File: config.mk
export PLATFORM = sky130hd
export DESIGN_NAME = scb_snoop_control_unit
export DESIGN_NICKNAME = d
export VERILOG_FILES = /design/src/hw/scb_pkg.sv /design/src/hw/scb_arb_if.sv /design/src/hw/scb_rr_arb.sv /design/src/hw/scb_snoop_control_unit.sv
export VERILOG_INCLUDE_DIRS = /design/src /design/src/hw
export SDC_FILE = /design/constraint.sdc
export NUM_CORES = 1
export LEC_CHECK = 0
export BUFFER_PORTS_ARGS = -buffer_cell sky130_fd_sc_hd__buf_2
export CAP_MARGIN = 25
export CORE_AREA = 4 4 304 306
export DETAILED_ROUTE_END_ITERATION = 7
export DIE_AREA = 0 0 308 310
export GPL_TIMING_DRIVEN = 0
export PLACE_DENSITY = 0.55
export SLEW_MARGIN = 0
export SYNTH_ARGS = -nofsm -noshare
export SYNTH_HDL_FRONTEND = slang
export SYNTH_SLANG_ARGS = --single-unit
export TNS_END_PERCENT = 100
File: constraint.sdc
create_clock -name i_clk -period 14.95 [get_ports i_clk]
set_clock_uncertainty 0.15 [all_clocks]
set_input_delay 0.7475 -clock i_clk [delete_from_list [all_inputs] [get_ports i_clk]]
set_output_delay 0.7475 -clock i_clk [all_outputs]
set_load 0.02 [all_outputs]
File: src/hw/scb_map.svh
// Field positions, port select bit, reset values and sizes of the snoop unit
`ifndef SCB_MAP_SVH
`define SCB_MAP_SVH
// Memory attribute vector bit positions
`define SCB_ATTR_WB       0
`define SCB_ATTR_SH       1
`define SCB_ATTR_NORM     2
`define SCB_ATTR_W        3
// Configuration defaults and limits
`define SCB_NCORES_DEF    4
`define SCB_NCORES_MAX    4
`define SCB_NMP_DEF       1
`define SCB_NMP_MAX       2
`define SCB_NSPI_DEF      224
`define SCB_NSPI_MAX      224
`define SCB_AW_DEF        32
`define SCB_OP_W          4
// Address bit that splits traffic between two master ports
`define SCB_PORT_SEL_BIT  12
// Reset levels
`define SCB_RST_IRQ_N     1'b1
`endif

File: src/hw/scb_pkg.sv
// Types and decode helpers shared by the snoop unit modules
package scb_pkg;
    timeunit 1ns;
    timeprecision 1ps;
`include "scb_map.svh"

    typedef enum logic [4:0] {
        SCB_IDLE  = 5'h01,
        SCB_SNOOP = 5'h02,
        SCB_ISSUE = 5'h04,
        SCB_BCAST = 5'h08,
        SCB_DONE  = 5'h10
    } scb_state_t;

    typedef logic [`SCB_ATTR_W-1:0] scb_attr_t;

    // Write-back, shareable, normal: hardware keeps it coherent
    function automatic logic scb_coherent(input scb_attr_t a);
        return a[`SCB_ATTR_WB] & a[`SCB_ATTR_SH] & a[`SCB_ATTR_NORM];
    endfunction

    // Only write-back normal memory may be cached
    function automatic logic scb_cacheable(input scb_attr_t a);
        return a[`SCB_ATTR_WB] & a[`SCB_ATTR_NORM];
    endfunction
endpackage

File: src/hw/scb_arb_if.sv
// Request and grant carrier between control logic and arbiter
interface scb_arb_if #(parameter int N = 9);
    timeunit 1ns;
    timeprecision 1ps;
    logic [N-1:0] req;
    logic [N-1:0] gnt;
    logic         take;
    modport ctl (output req, output take, input gnt);
    modport arb (input req, input take, output gnt);
endinterface

File: src/hw/scb_rr_arb.sv
// Round-robin arbiter with one-hot grant
module scb_rr_arb
    import scb_pkg::*;
#(
    parameter int N = 9
) (
    // Clock and reset
    input wire logic i_clk,
    input wire logic i_arst_n,
    // Requests and grant
    scb_arb_if.arb   arb
);
    timeunit 1ns;
    timeprecision 1ps;
    localparam int IW = (N > 1) ? $clog2(N) : 1;

    typedef struct packed {
        logic [IW-1:0] last;
    } scb_arb_st_t;

    scb_arb_st_t st;
    scb_arb_st_t next_st;
    int          idx;
    logic        found;

    // Search starts one past the last winner
    always_comb begin
        next_st = st;
        arb.gnt = '0;
        found   = 1'b0;
        idx     = 0;
        for (int k = 1; k <= N; k++) begin
            idx = (int'(st.last) + k) % N;
            if (!found && arb.req[idx]) begin
                found        = 1'b1;
                arb.gnt[idx] = 1'b1;
                if (arb.take) begin
                    next_st.last = IW'(idx);
                end
            end
        end
    end

    always_ff @(posedge i_clk or negedge i_arst_n) begin
        if (!i_arst_n) begin
            st <= '{last: IW'(N - 1)};
        end else begin
            st <= next_st;
        end
    end
endmodule // scb_rr_arb

File: src/hw/scb_snoop_control_unit.sv
// Snoop control unit: coherency, arbitration, maintenance broadcast
// Notes on behaviour
// Data caches are kept coherent only among cores in coherent mode.
// Only write-back shareable normal memory gets hardware coherency.
// Shareable memory that is not write-back normal goes out uncached.
// A core broadcasts maintenance only with coherent mode and enable set.
// Only cores in coherent mode receive and execute broadcast operations.
// One to four cores attach, set by a parameter.
// The unit arbitrates core requests and issues them on master ports.
// Instruction fetches are never snooped.
// Ordering is weak; no ordering is forced across requesters or ports.
// One or two master ports and one coherent slave port are offered.
// Shared interrupt inputs, up to 224, feed the interrupt controller.
// Every core has its own low-active normal and fast interrupt inputs.
// A broadcast completes only after all eligible receivers executed it.
// Coherent-port requests are snooped against coherent cores first.
`include "scb_map.svh"
module scb_snoop_control_unit
    import scb_pkg::*;
#(
    parameter int NC   = `SCB_NCORES_DEF,
    parameter int NMP  = `SCB_NMP_DEF,
    parameter int NSPI = `SCB_NSPI_DEF,
    parameter int AW   = `SCB_AW_DEF
) (
    // Clock and reset
    input  wire logic                          i_clk,
    input  wire logic                          i_arst_n,
    // Per-core mode control
    input  wire logic [NC-1:0]                 i_coherent_mode_bit,
    input  wire logic [NC-1:0]                 i_maintenance_broadcast_enable,
    // Core data requests, held until acknowledged
    input  wire logic [NC-1:0]                 i_req_valid,
    input  wire logic [NC-1:0][AW-1:0]         i_req_addr,
    input  wire logic [NC-1:0]                 i_req_write,
    input  wire logic [NC-1:0]                 i_req_ifetch,
    input  wire scb_attr_t [NC-1:0]            i_req_attr,
    output logic      [NC-1:0]                 o_req_ack,
    // Core maintenance requests, held until acknowledged
    input  wire logic [NC-1:0]                 i_maint_req,
    input  wire logic [NC-1:0][`SCB_OP_W-1:0]  i_maint_op,
    output logic      [NC-1:0]                 o_maint_ack,
    // Broadcast maintenance toward receiving cores
    output logic      [NC-1:0]                 o_maint_valid,
    output logic      [`SCB_OP_W-1:0]          o_maint_op,
    input  wire logic [NC-1:0]                 i_maint_done,
    // Snoops toward core data caches
    output logic      [NC-1:0]                 o_snoop_valid,
    output logic      [AW-1:0]                 o_snoop_addr,
    output logic                               o_snoop_write,
    input  wire logic [NC-1:0]                 i_snoop_done,
    // Accelerator coherent slave port
    input  wire logic                          i_coh_slave_valid,
    input  wire logic [AW-1:0]                 i_coh_slave_addr,
    input  wire logic                          i_coh_slave_write,
    input  wire scb_attr_t                     i_coh_slave_attr,
    output logic                               o_coh_slave_ack,
    // Master ports toward level-two memory
    output logic      [NMP-1:0]                o_m_valid,
    output logic      [AW-1:0]                 o_m_addr,
    output logic                               o_m_write,
    output logic                               o_m_cacheable,
    output logic      [$clog2(2*NC+1)-1:0]     o_m_src,
    input  wire logic [NMP-1:0]                i_m_ready,
    // Interrupt pins in and synchronised copies out
    input  wire logic [NSPI-1:0]               i_shared_irq,
    input  wire logic [NC-1:0]                 i_normal_interrupt_request_low,
    input  wire logic [NC-1:0]                 i_fast_interrupt_request_low,
    output logic      [NSPI-1:0]               o_shared_irq,
    output logic      [NC-1:0]                 o_normal_interrupt_request_low,
    output logic      [NC-1:0]                 o_fast_interrupt_request_low
);
    timeunit 1ns;
    timeprecision 1ps;
    // core count limited to one to four
    localparam int NCC = (NC < 1) ? 1 :
                         (NC > `SCB_NCORES_MAX) ? `SCB_NCORES_MAX : NC;
    // one or two master ports
    localparam int NMPC = (NMP > 1) ? `SCB_NMP_MAX : 1;
    localparam int NR   = 2 * NC + 1;
    localparam int SW   = $clog2(NR);
    localparam int PW   = (NMP > 1) ? 1 : 1;

    typedef struct packed {
        scb_state_t            state;
        logic [NR-1:0]         gnt;
        logic [AW-1:0]         addr;
        logic                  write;
        logic                  cach;
        logic [PW-1:0]         port;
        logic [SW-1:0]         src;
        logic [`SCB_OP_W-1:0]  op;
        logic [NC-1:0]         snoop_v;
        logic [NC-1:0]         maint_v;
        logic [NMP-1:0]        m_valid;
        logic [NC-1:0]         req_ack;
        logic [NC-1:0]         maint_ack;
        logic                  slv_ack;
        logic [NSPI-1:0]       spi_s1;
        logic [NSPI-1:0]       spi_s2;
        logic [NC-1:0]         irq_s1;
        logic [NC-1:0]         irq_s2;
        logic [NC-1:0]         fiq_s1;
        logic [NC-1:0]         fiq_s2;
    } scb_st_t;

    scb_st_t          st;
    scb_st_t          next_st;
    scb_arb_if #(.N(NR)) arb_bus();

    logic [NC-1:0]    self;
    logic [NC-1:0]    peers;
    scb_attr_t        attr;
    logic             ifetch;
    logic             coh;

    // requests enter arbitration only while idle
    assign arb_bus.req  = (st.state == SCB_IDLE) ?
                          {i_coh_slave_valid, i_maint_req, i_req_valid} : '0;
    assign arb_bus.take = (st.state == SCB_IDLE) && (|arb_bus.req);

    scb_rr_arb #(.N(NR)) u_arb (
        .i_clk    (i_clk),
        .i_arst_n (i_arst_n),
        .arb      (arb_bus)
    );

    always_comb begin
        next_st           = st;
        next_st.req_ack   = '0;
        next_st.maint_ack = '0;
        next_st.slv_ack   = 1'b0;
        self              = '0;
        peers             = '0;
        attr              = i_coh_slave_attr;
        ifetch            = 1'b0;
        coh               = 1'b0;
        // shared interrupt lines through two flops
        next_st.spi_s1 = i_shared_irq;
        next_st.spi_s2 = st.spi_s1;
        // per-core low-active interrupt lines
        next_st.irq_s1 = i_normal_interrupt_request_low;
        next_st.irq_s2 = st.irq_s1;
        next_st.fiq_s1 = i_fast_interrupt_request_low;
        next_st.fiq_s2 = st.fiq_s1;

        case (st.state)
            SCB_IDLE: begin
                if (arb_bus.take) begin
                    next_st.gnt   = arb_bus.gnt;
                    next_st.addr  = i_coh_slave_addr;
                    next_st.write = i_coh_slave_write;
                    next_st.src   = SW'(2 * NC);
                    for (int i = 0; i < NCC; i++) begin
                        if (arb_bus.gnt[i]) begin
                            self[i]       = 1'b1;
                            attr          = i_req_attr[i];
                            ifetch        = i_req_ifetch[i];
                            next_st.addr  = i_req_addr[i];
                            next_st.write = i_req_write[i];
                            next_st.src   = SW'(i);
                        end
                        if (arb_bus.gnt[NC+i]) begin
                            self[i]    = 1'b1;
                            next_st.op = i_maint_op[i];
                            next_st.src = SW'(NC + i);
                        end
                    end
                    // receivers are the other coherent-mode cores
                    peers = i_coherent_mode_bit & ~self;
                    if (|arb_bus.gnt[2*NC-1:NC]) begin
                        // broadcast needs both control bits of issuer
                        if ((|(self & i_coherent_mode_bit &
                               i_maintenance_broadcast_enable)) &&
                            (|peers)) begin
                            next_st.maint_v = peers;
                            next_st.state   = SCB_BCAST;
                        end else begin
                            next_st.maint_ack = self;
                            next_st.state     = SCB_DONE;
                        end
                    end else begin
                        // coherency only for write-back shareable normal
                        // instruction fetches bypass snooping
                        // issuing core must itself be coherent
                        // coherent-port requests snoop all coherent cores
                        coh = scb_coherent(attr) && !ifetch &&
                              (arb_bus.gnt[2*NC] ||
                               (|(self & i_coherent_mode_bit)));
                        // shareable non-write-back data goes uncached
                        next_st.cach = scb_cacheable(attr);
                        next_st.port = (NMPC > 1) ?
                            PW'(next_st.addr[`SCB_PORT_SEL_BIT]) : '0;
                        if (coh && (|peers)) begin
                            next_st.snoop_v = peers;
                            next_st.state   = SCB_SNOOP;
                        end else begin
                            next_st.m_valid[next_st.port] = 1'b1;
                            next_st.state                 = SCB_ISSUE;
                        end
                    end
                end
            end
            SCB_SNOOP: begin
                next_st.snoop_v = st.snoop_v & ~i_snoop_done;
                if (next_st.snoop_v == '0) begin
                    next_st.m_valid[st.port] = 1'b1;
                    next_st.state            = SCB_ISSUE;
                end
            end
            SCB_ISSUE: begin
                // each port is waited on alone, no cross-port barrier
                if (i_m_ready[st.port]) begin
                    next_st.m_valid = '0;
                    next_st.req_ack = st.gnt[NC-1:0];
                    next_st.slv_ack = st.gnt[2*NC];
                    next_st.state   = SCB_DONE;
                end
            end
            SCB_BCAST: begin
                // issuer acknowledged after every receiver is done
                next_st.maint_v = st.maint_v & ~i_maint_done;
                if (next_st.maint_v == '0) begin
                    next_st.maint_ack = st.gnt[2*NC-1:NC];
                    next_st.state     = SCB_DONE;
                end
            end
            SCB_DONE: begin
                // Gives the requester a cycle to drop its request
                next_st.state = SCB_IDLE;
            end
            default: begin
                next_st.state = SCB_IDLE;
            end
        endcase
    end

    always_ff @(posedge i_clk or negedge i_arst_n) begin
        if (!i_arst_n) begin
            st <= '{state:  SCB_IDLE,
                    irq_s1: {NC{`SCB_RST_IRQ_N}},
                    irq_s2: {NC{`SCB_RST_IRQ_N}},
                    fiq_s1: {NC{`SCB_RST_IRQ_N}},
                    fiq_s2: {NC{`SCB_RST_IRQ_N}},
                    default: '0};
        end else begin
            st <= next_st;
        end
    end

    assign o_req_ack                      = st.req_ack;
    assign o_maint_ack                    = st.maint_ack;
    assign o_maint_valid                  = st.maint_v;
    assign o_maint_op                     = st.op;
    assign o_snoop_valid                  = st.snoop_v;
    assign o_snoop_addr                   = st.addr;
    assign o_snoop_write                  = st.write;
    assign o_coh_slave_ack                = st.slv_ack;
    assign o_m_valid                      = st.m_valid;
    assign o_m_addr                       = st.addr;
    assign o_m_write                      = st.write;
    assign o_m_cacheable                  = st.cach;
    assign o_m_src                        = st.src;
    assign o_shared_irq                   = st.spi_s2;
    assign o_normal_interrupt_request_low = st.irq_s2;
    assign o_fast_interrupt_request_low   = st.fiq_s2;
endmodule // scb_snoop_control_unit

# Yosys cells after proc, flatten, opt, wreduce, memory -nomap -nowiden
# Cells that the tools add are included.
# classes
div_mod_pow,9
n_lt_le_gt_ge,18
n_mux,151
reduce_logical,49
eq_ne,14
n_addsub,9
n_bitwise,20
# op_table
cell,count
"32-bit by 1-bit >= comparator with 1-bit output, second input constant",9
"32-bit by 6-bit < comparator with 1-bit output, second input constant",9
"32-bit by 5-bit remainder unit with 32-bit output, second input constant",9
33-bit 2-to-1 mux,4
4-bit 2-to-1 mux,31
9-bit 2-to-1 mux,10
9-bit bitwise OR,8
66-bit 2-to-1 mux,1
1-bit 2-to-1 mux,62
8-bit 2-to-1 mux,6
1-bit binary-select mux with 4-bit select,9
1-bit demux with 4-bit select,9
5-bit 2-to-1 mux,6
4-bit one-hot mux with 2 select lines,3
1-bit logical AND,22
3-bit 2-to-1 mux,7
"4-bit by 3-bit adder with 5-bit output, second input constant",4
4-bit AND,5
5-bit one-hot mux with 4 select lines,1
4-bit OR reduction,4
"2-bit != test, second input constant",6
4-bit inverter,3
4-bit AND reduction,3
"4-bit by 2-bit adder with 5-bit output, second input constant",2
other kinds (21),37
# totals
input_bits,460
word_cells,290
out_inout_bits,325
register_bits,542

# Logic depth before layout (Yosys ltp)
# depth
depth_word,45
mapped_depth,37
depth_no_buf,25

# Modules after synthesis
# Synthesis repeated with hierarchy kept, for this count alone.
# unflattened
hier_cells,2584
area_unflattened_um2,26827.0
# modules_own_cells
module,n_inst,cells_per_inst,seq_area_each_um2,area_per_inst_um2
scb_snoop_control_unit,1,1382,13484.2,18836.8
scb_rr_arb,1,1202,101.3,7990.2

# Least setup slack after synthesis
# No wires, ideal clock.
# synth_path
kind,reg2reg
from,register u_arb.st[0] (netlist bit)
to,register st (netlist bit o_snoop_valid[0])
slack_ps,5701
setup_ps,82
synth_period_minus_slack_ps,9249
n_path_buf,12
stages_incl_launch_ff,36
required_ps,14718
t_arrival_ps,9017
cell_sequence,dfrtp_1 -> buf_2 -> buf_2 -> buf_2 -> buf_2 -> buf_2 -> buf_1 -> clkbuf_1 -> buf_1 -> buf_1 -> inv_1 -> ha_1 -> inv_1 -> clkbuf_1 -> buf_1 -> ha_1 -> nor3_1 -> a21oi_1 -> xnor2_1 -> ha_1 -> inv_1 -> a211o_1 -> a21oi_1 -> nand3_1 -> a2111oi_0 -> a21o_1 -> nor3_1 -> or4b_1 -> clkbuf_1 -> nor2_1 -> a311o_1 -> nor4b_4 -> and3_1 -> o211ai_1 -> or3_1 -> a22oi_2
# synth_between
elab_chain_len,43
word_cells_on_any_way,179
cone_classes,add/sub: 9; div: 9; order compare: 18; eq/ne: 2; mux: 94; bitwise: 13; reduce/logical: 34
# synth_rtl
element,line,rtl
start: declaration,scb_rr_arb.sv:21,scb_arb_st_t st;
start signal: assignment,scb_rr_arb.sv:46,st <= '{last: IW'(N - 1)};
start signal: assignment,scb_rr_arb.sv:48,st <= next_st;
"parallel branches: the longest is 29 deep, another holds 32-bit by 5-bit remainder unit with 32-bit output",n/a,
9-bit 2-to-1 mux (*),scb_rr_arb.sv:34,if (!found && arb.req[idx]) begin
3-bit 2-to-1 mux (4 in series),scb_snoop_control_unit.sv:155,if (arb_bus.gnt[i]) begin
3-bit 2-to-1 mux,scb_snoop_control_unit.sv:149,if (arb_bus.take) begin
3-bit 2-to-1 mux,scb_snoop_control_unit.sv:147,case (st.state)
1-bit AND (2 in series),scb_pkg.sv:19,return a[`SCB_ATTR_WB] & a[`SCB_ATTR_SH] & a[`SCB_ATTR_NORM];
1-bit logical AND (2 in series),scb_snoop_control_unit.sv:187,coh = scb_coherent(attr) && !ifetch &&
1-bit logical AND,scb_snoop_control_unit.sv:194,if (coh && (|peers)) begin
2-bit by 1-bit != test with 1-bit output (no source line),n/a,
4-bit AND reduction (no source line),n/a,
end signal: assignment,scb_snoop_control_unit.sv:240,"st <= '{state: SCB_IDLE,"
end signal: assignment,scb_snoop_control_unit.sv:247,st <= next_st;
end: declaration,scb_snoop_control_unit.sv:107,scb_st_t st;
# Every way passes the cells marked *. The select of a mux whose other input is x is not followed.
# A chain may end at the register's enable or synchronous reset.

==> impl_metrics.toml <==
[clock_tree]
clock-sinks = 542
cts_root_buffer = "clkbuf_16"
insertion_delay_ns = 0.65
clock_path_buffers = 3
tritoncts = "built"
cts.htree.levels = 2
numCtsBuffers = 56
path_clk_slew_ns = 0.07

[placed_design]
port-buffer-count = 784
gp_congestion = 0.974
hpwl_mm = 108

[timing]
tightestPinTransition_ns = 1.15
fin_crit_sh = 0.968
rsz0062_at_grt = "false"
setup_viol = 0
max_freq_mhz = 69.1
min_period_ns = 14.47
maxSlewHeadroom = 0.226
slew_violations = 0
finalSetupTns_ns = 0
final_hold_viol_count = 0

[grt]
grt_max_degree = 128
first_global_vias = 24069
grt_pass1_wl_mm = 177
gr-usage-all-layers = 0.259
antenna_found_initial = 62
grt_remaining_overflow = 0

[critical_path]
worst_setup_path_end_kind = "flop"
slowest_delay_ns = 0.83
cp_num_buf_inv = 14
critPathTopFamily = "buffers and inverters"
path_class = "reg -> reg"
critPathArrivalTime_ns = 14.77
cp_common_cell = "buf_2"
slowest_stage = "o31ai_1"
required_ns = 15.25
crit_fanout = 10
cp-start-kind = "flop"

[synth]
synth_top_area_share = 0.471
synth_edf_count = 0
synth_cells = 2693
syn_area_per_cell_um2 = 10.3
synth_area_um2 = 27800
yosys.area.top_type = "dfrtp_1"
synth.top_cells.by_area = "dfrtp_1, buf_4, mux2i_1"
syn-num-nets = 3203
netlist-cell-type-count = 114
async_flop_share = 1.00
yosysSeqAreaShare = 0.488
yosys_warnings = 0
ys_ff_latch = 542
synth-main-ff-cell = "dfrtp_1"

[drt]
ant_nets = 0
wl_per_cell_um = 27.2
num_vias = 25293
viasPerCell = 5.28
drt_iter0_markers = 2463
wl_mm = 130
drc = 0
drt_first_pass_iters = 6

[layout]
final_common_cell = "buf_2"
syn_to_final_growth_pct = 27.4
nNetsFinal = 4062
register_area_um2 = 13600
drive_gt1_frac = 0.380
layout_common_cells = "buf_2, dfrtp_1, buf_4, nand2_1, o21ai_0"
multi_input_area_um2 = 11100
nFillCells = 8981

[run_status]
status = "finished, final reports clean"

[job]
cap_violations = 0

[die]
ios = 785
die-height_um = 310
start_util = 0.310
die_w_um = 308
die-area_um2 = 95500
row_count = 110
core_um2 = 89600

[worst_hold_path]
hp-class = "in -> reg"
## worst paths after layout
path                       slack, ns                         startpoint  cells past startpoint                           to
min in group asynchronous       0.42                           i_arst_n                      2      o_m_addr[2]$_DFFE_PN0P_
min                             0.04  i_normal_interrupt_request_low[1]                      1         next_st[9]$_DFF_PN1_
max                             0.48              u_arb.st[0]$_DFF_PN0_                     33     o_maint_ack[1]$_DFF_PN0_
max in group asynchronous      11.97                           i_arst_n                      6  o_shared_irq[180]$_DFF_PN0_
min reg2reg                     0.14             next_st[226]$_DFF_PN0_                      0  o_shared_irq[210]$_DFF_PN0_
max reg2reg                     0.48              u_arb.st[0]$_DFF_PN0_                     33     o_maint_ack[1]$_DFF_PN0_
## registers in the layout, summed over array words and instances, names as in the netlist
| signal | flops |
|---|---|
| o_fast_interrupt_request_low | 4 |
| o_m_write | 1 |
| o_shared_irq | 224 |
| o_m_valid | 1 |
| o_req_ack | 4 |
| st | 14 |
| u_arb.st | 4 |
| o_maint_ack | 4 |
| o_m_cacheable | 1 |
| o_coh_slave_ack | 1 |
| o_m_addr | 32 |
| o_maint_valid | 4 |
| o_maint_op | 4 |
| o_m_src | 4 |
| o_snoop_valid | 4 |
| o_normal_interrupt_request_low | 4 |
| next_st | 232 |
## final cells by class
cell class | count | area share
Antenna cell | 18 | 0.00127
Buffer | 449 | 0.0849
Clock buffer | 74 | 0.0431
Clock inverter | 30 | 0.0108
Inverter | 55 | 0.00582
Multi-Input combinational cell | 1647 | 0.312
Sequential cell | 542 | 0.383
Tap cell | 1176 | 0.0415
Timing Repair Buffer | 801 | 0.117
## kinds of logic after synthesis
group	Yosys count	share of synthesized area
simple gates	742	0.138
compound gates	701	0.174
flops	542	0.488
buf+inv	504	0.115
mux	128	0.0528
fa+ha+maj	50	0.0225
xor+xnor	26	0.00927
## Yosys cell counts (17+ instances only)
cell type / count
clkbuf_1: 74
and3_1: 32
nor2b_1: 30
inv_1: 51
o22ai_1: 27
mux2i_1: 97
a31oi_1: 31
nand3_1: 66
and2_1: 24
a211oi_1: 41
dfstp_2: 18
nand4_1: 25
o211ai_1: 29
buf_4: 333
or2_2: 17
a21oi_1: 128
dfrtp_1: 524
a21o_1: 46
nand2_1: 213
nor2_1: 125
ha_1: 50
buf_2: 28
nor4_1: 22
nand2b_1: 27
mux2_2: 17
o21ai_0: 162
nor3_1: 65
xnor2_1: 19
## metrics by stage
stage               cell area (µm²)  setup WS, ns  hold slack, ns  instances   util
finish                        35400         0.480          0.0439       4792  0.396
floorplan                     27800          5.70           0.181       2693      -
detailed placement            33400         0.167           0.185       4662  0.373
global placement              33200        0.0263           0.181       4653  0.371
global route                  35400        0.0868          0.0118       4782  0.395
CTS                           35300        0.0535        0.000127       4770  0.394
## worst register-to-register path: cells and delay by family (launching register included)
family | cells | cell delay, ns
DFF | 1 | 0.77
adders and majority gates | 2 | 0.90
and+or+nand+nor | 8 | 2.16
buffers and inverters | 14 | 6.89
AOI/OAI and AO/OA | 9 | 3.37
## layer usage
| metal | wire length (µm) | share of wire | GRT usage |
|---|---|---|---|
| met1 | 47200 | 0.36 | 0.306 |
| met3 | 13100 | 0.10 | 0.0775 |
| met5 | 223 | 0.0017 | 0 |
| met2 | 63300 | 0.49 | 0.438 |
| met4 | 6430 | 0.049 | 0.115 |
## what timing repair did
item | 4_1_cts | 5_1_grt
endpoints found under the setup margin | 0 | 52
endpoints found under the hold margin | 33 | 0
resized for setup | 0 | 8
buffers inserted | 0 | 2
hold buffers | 4 | 0
Power is not shown: default switching activity piles up to over one toggle a cycle in this logic, so the estimate is an artifact.
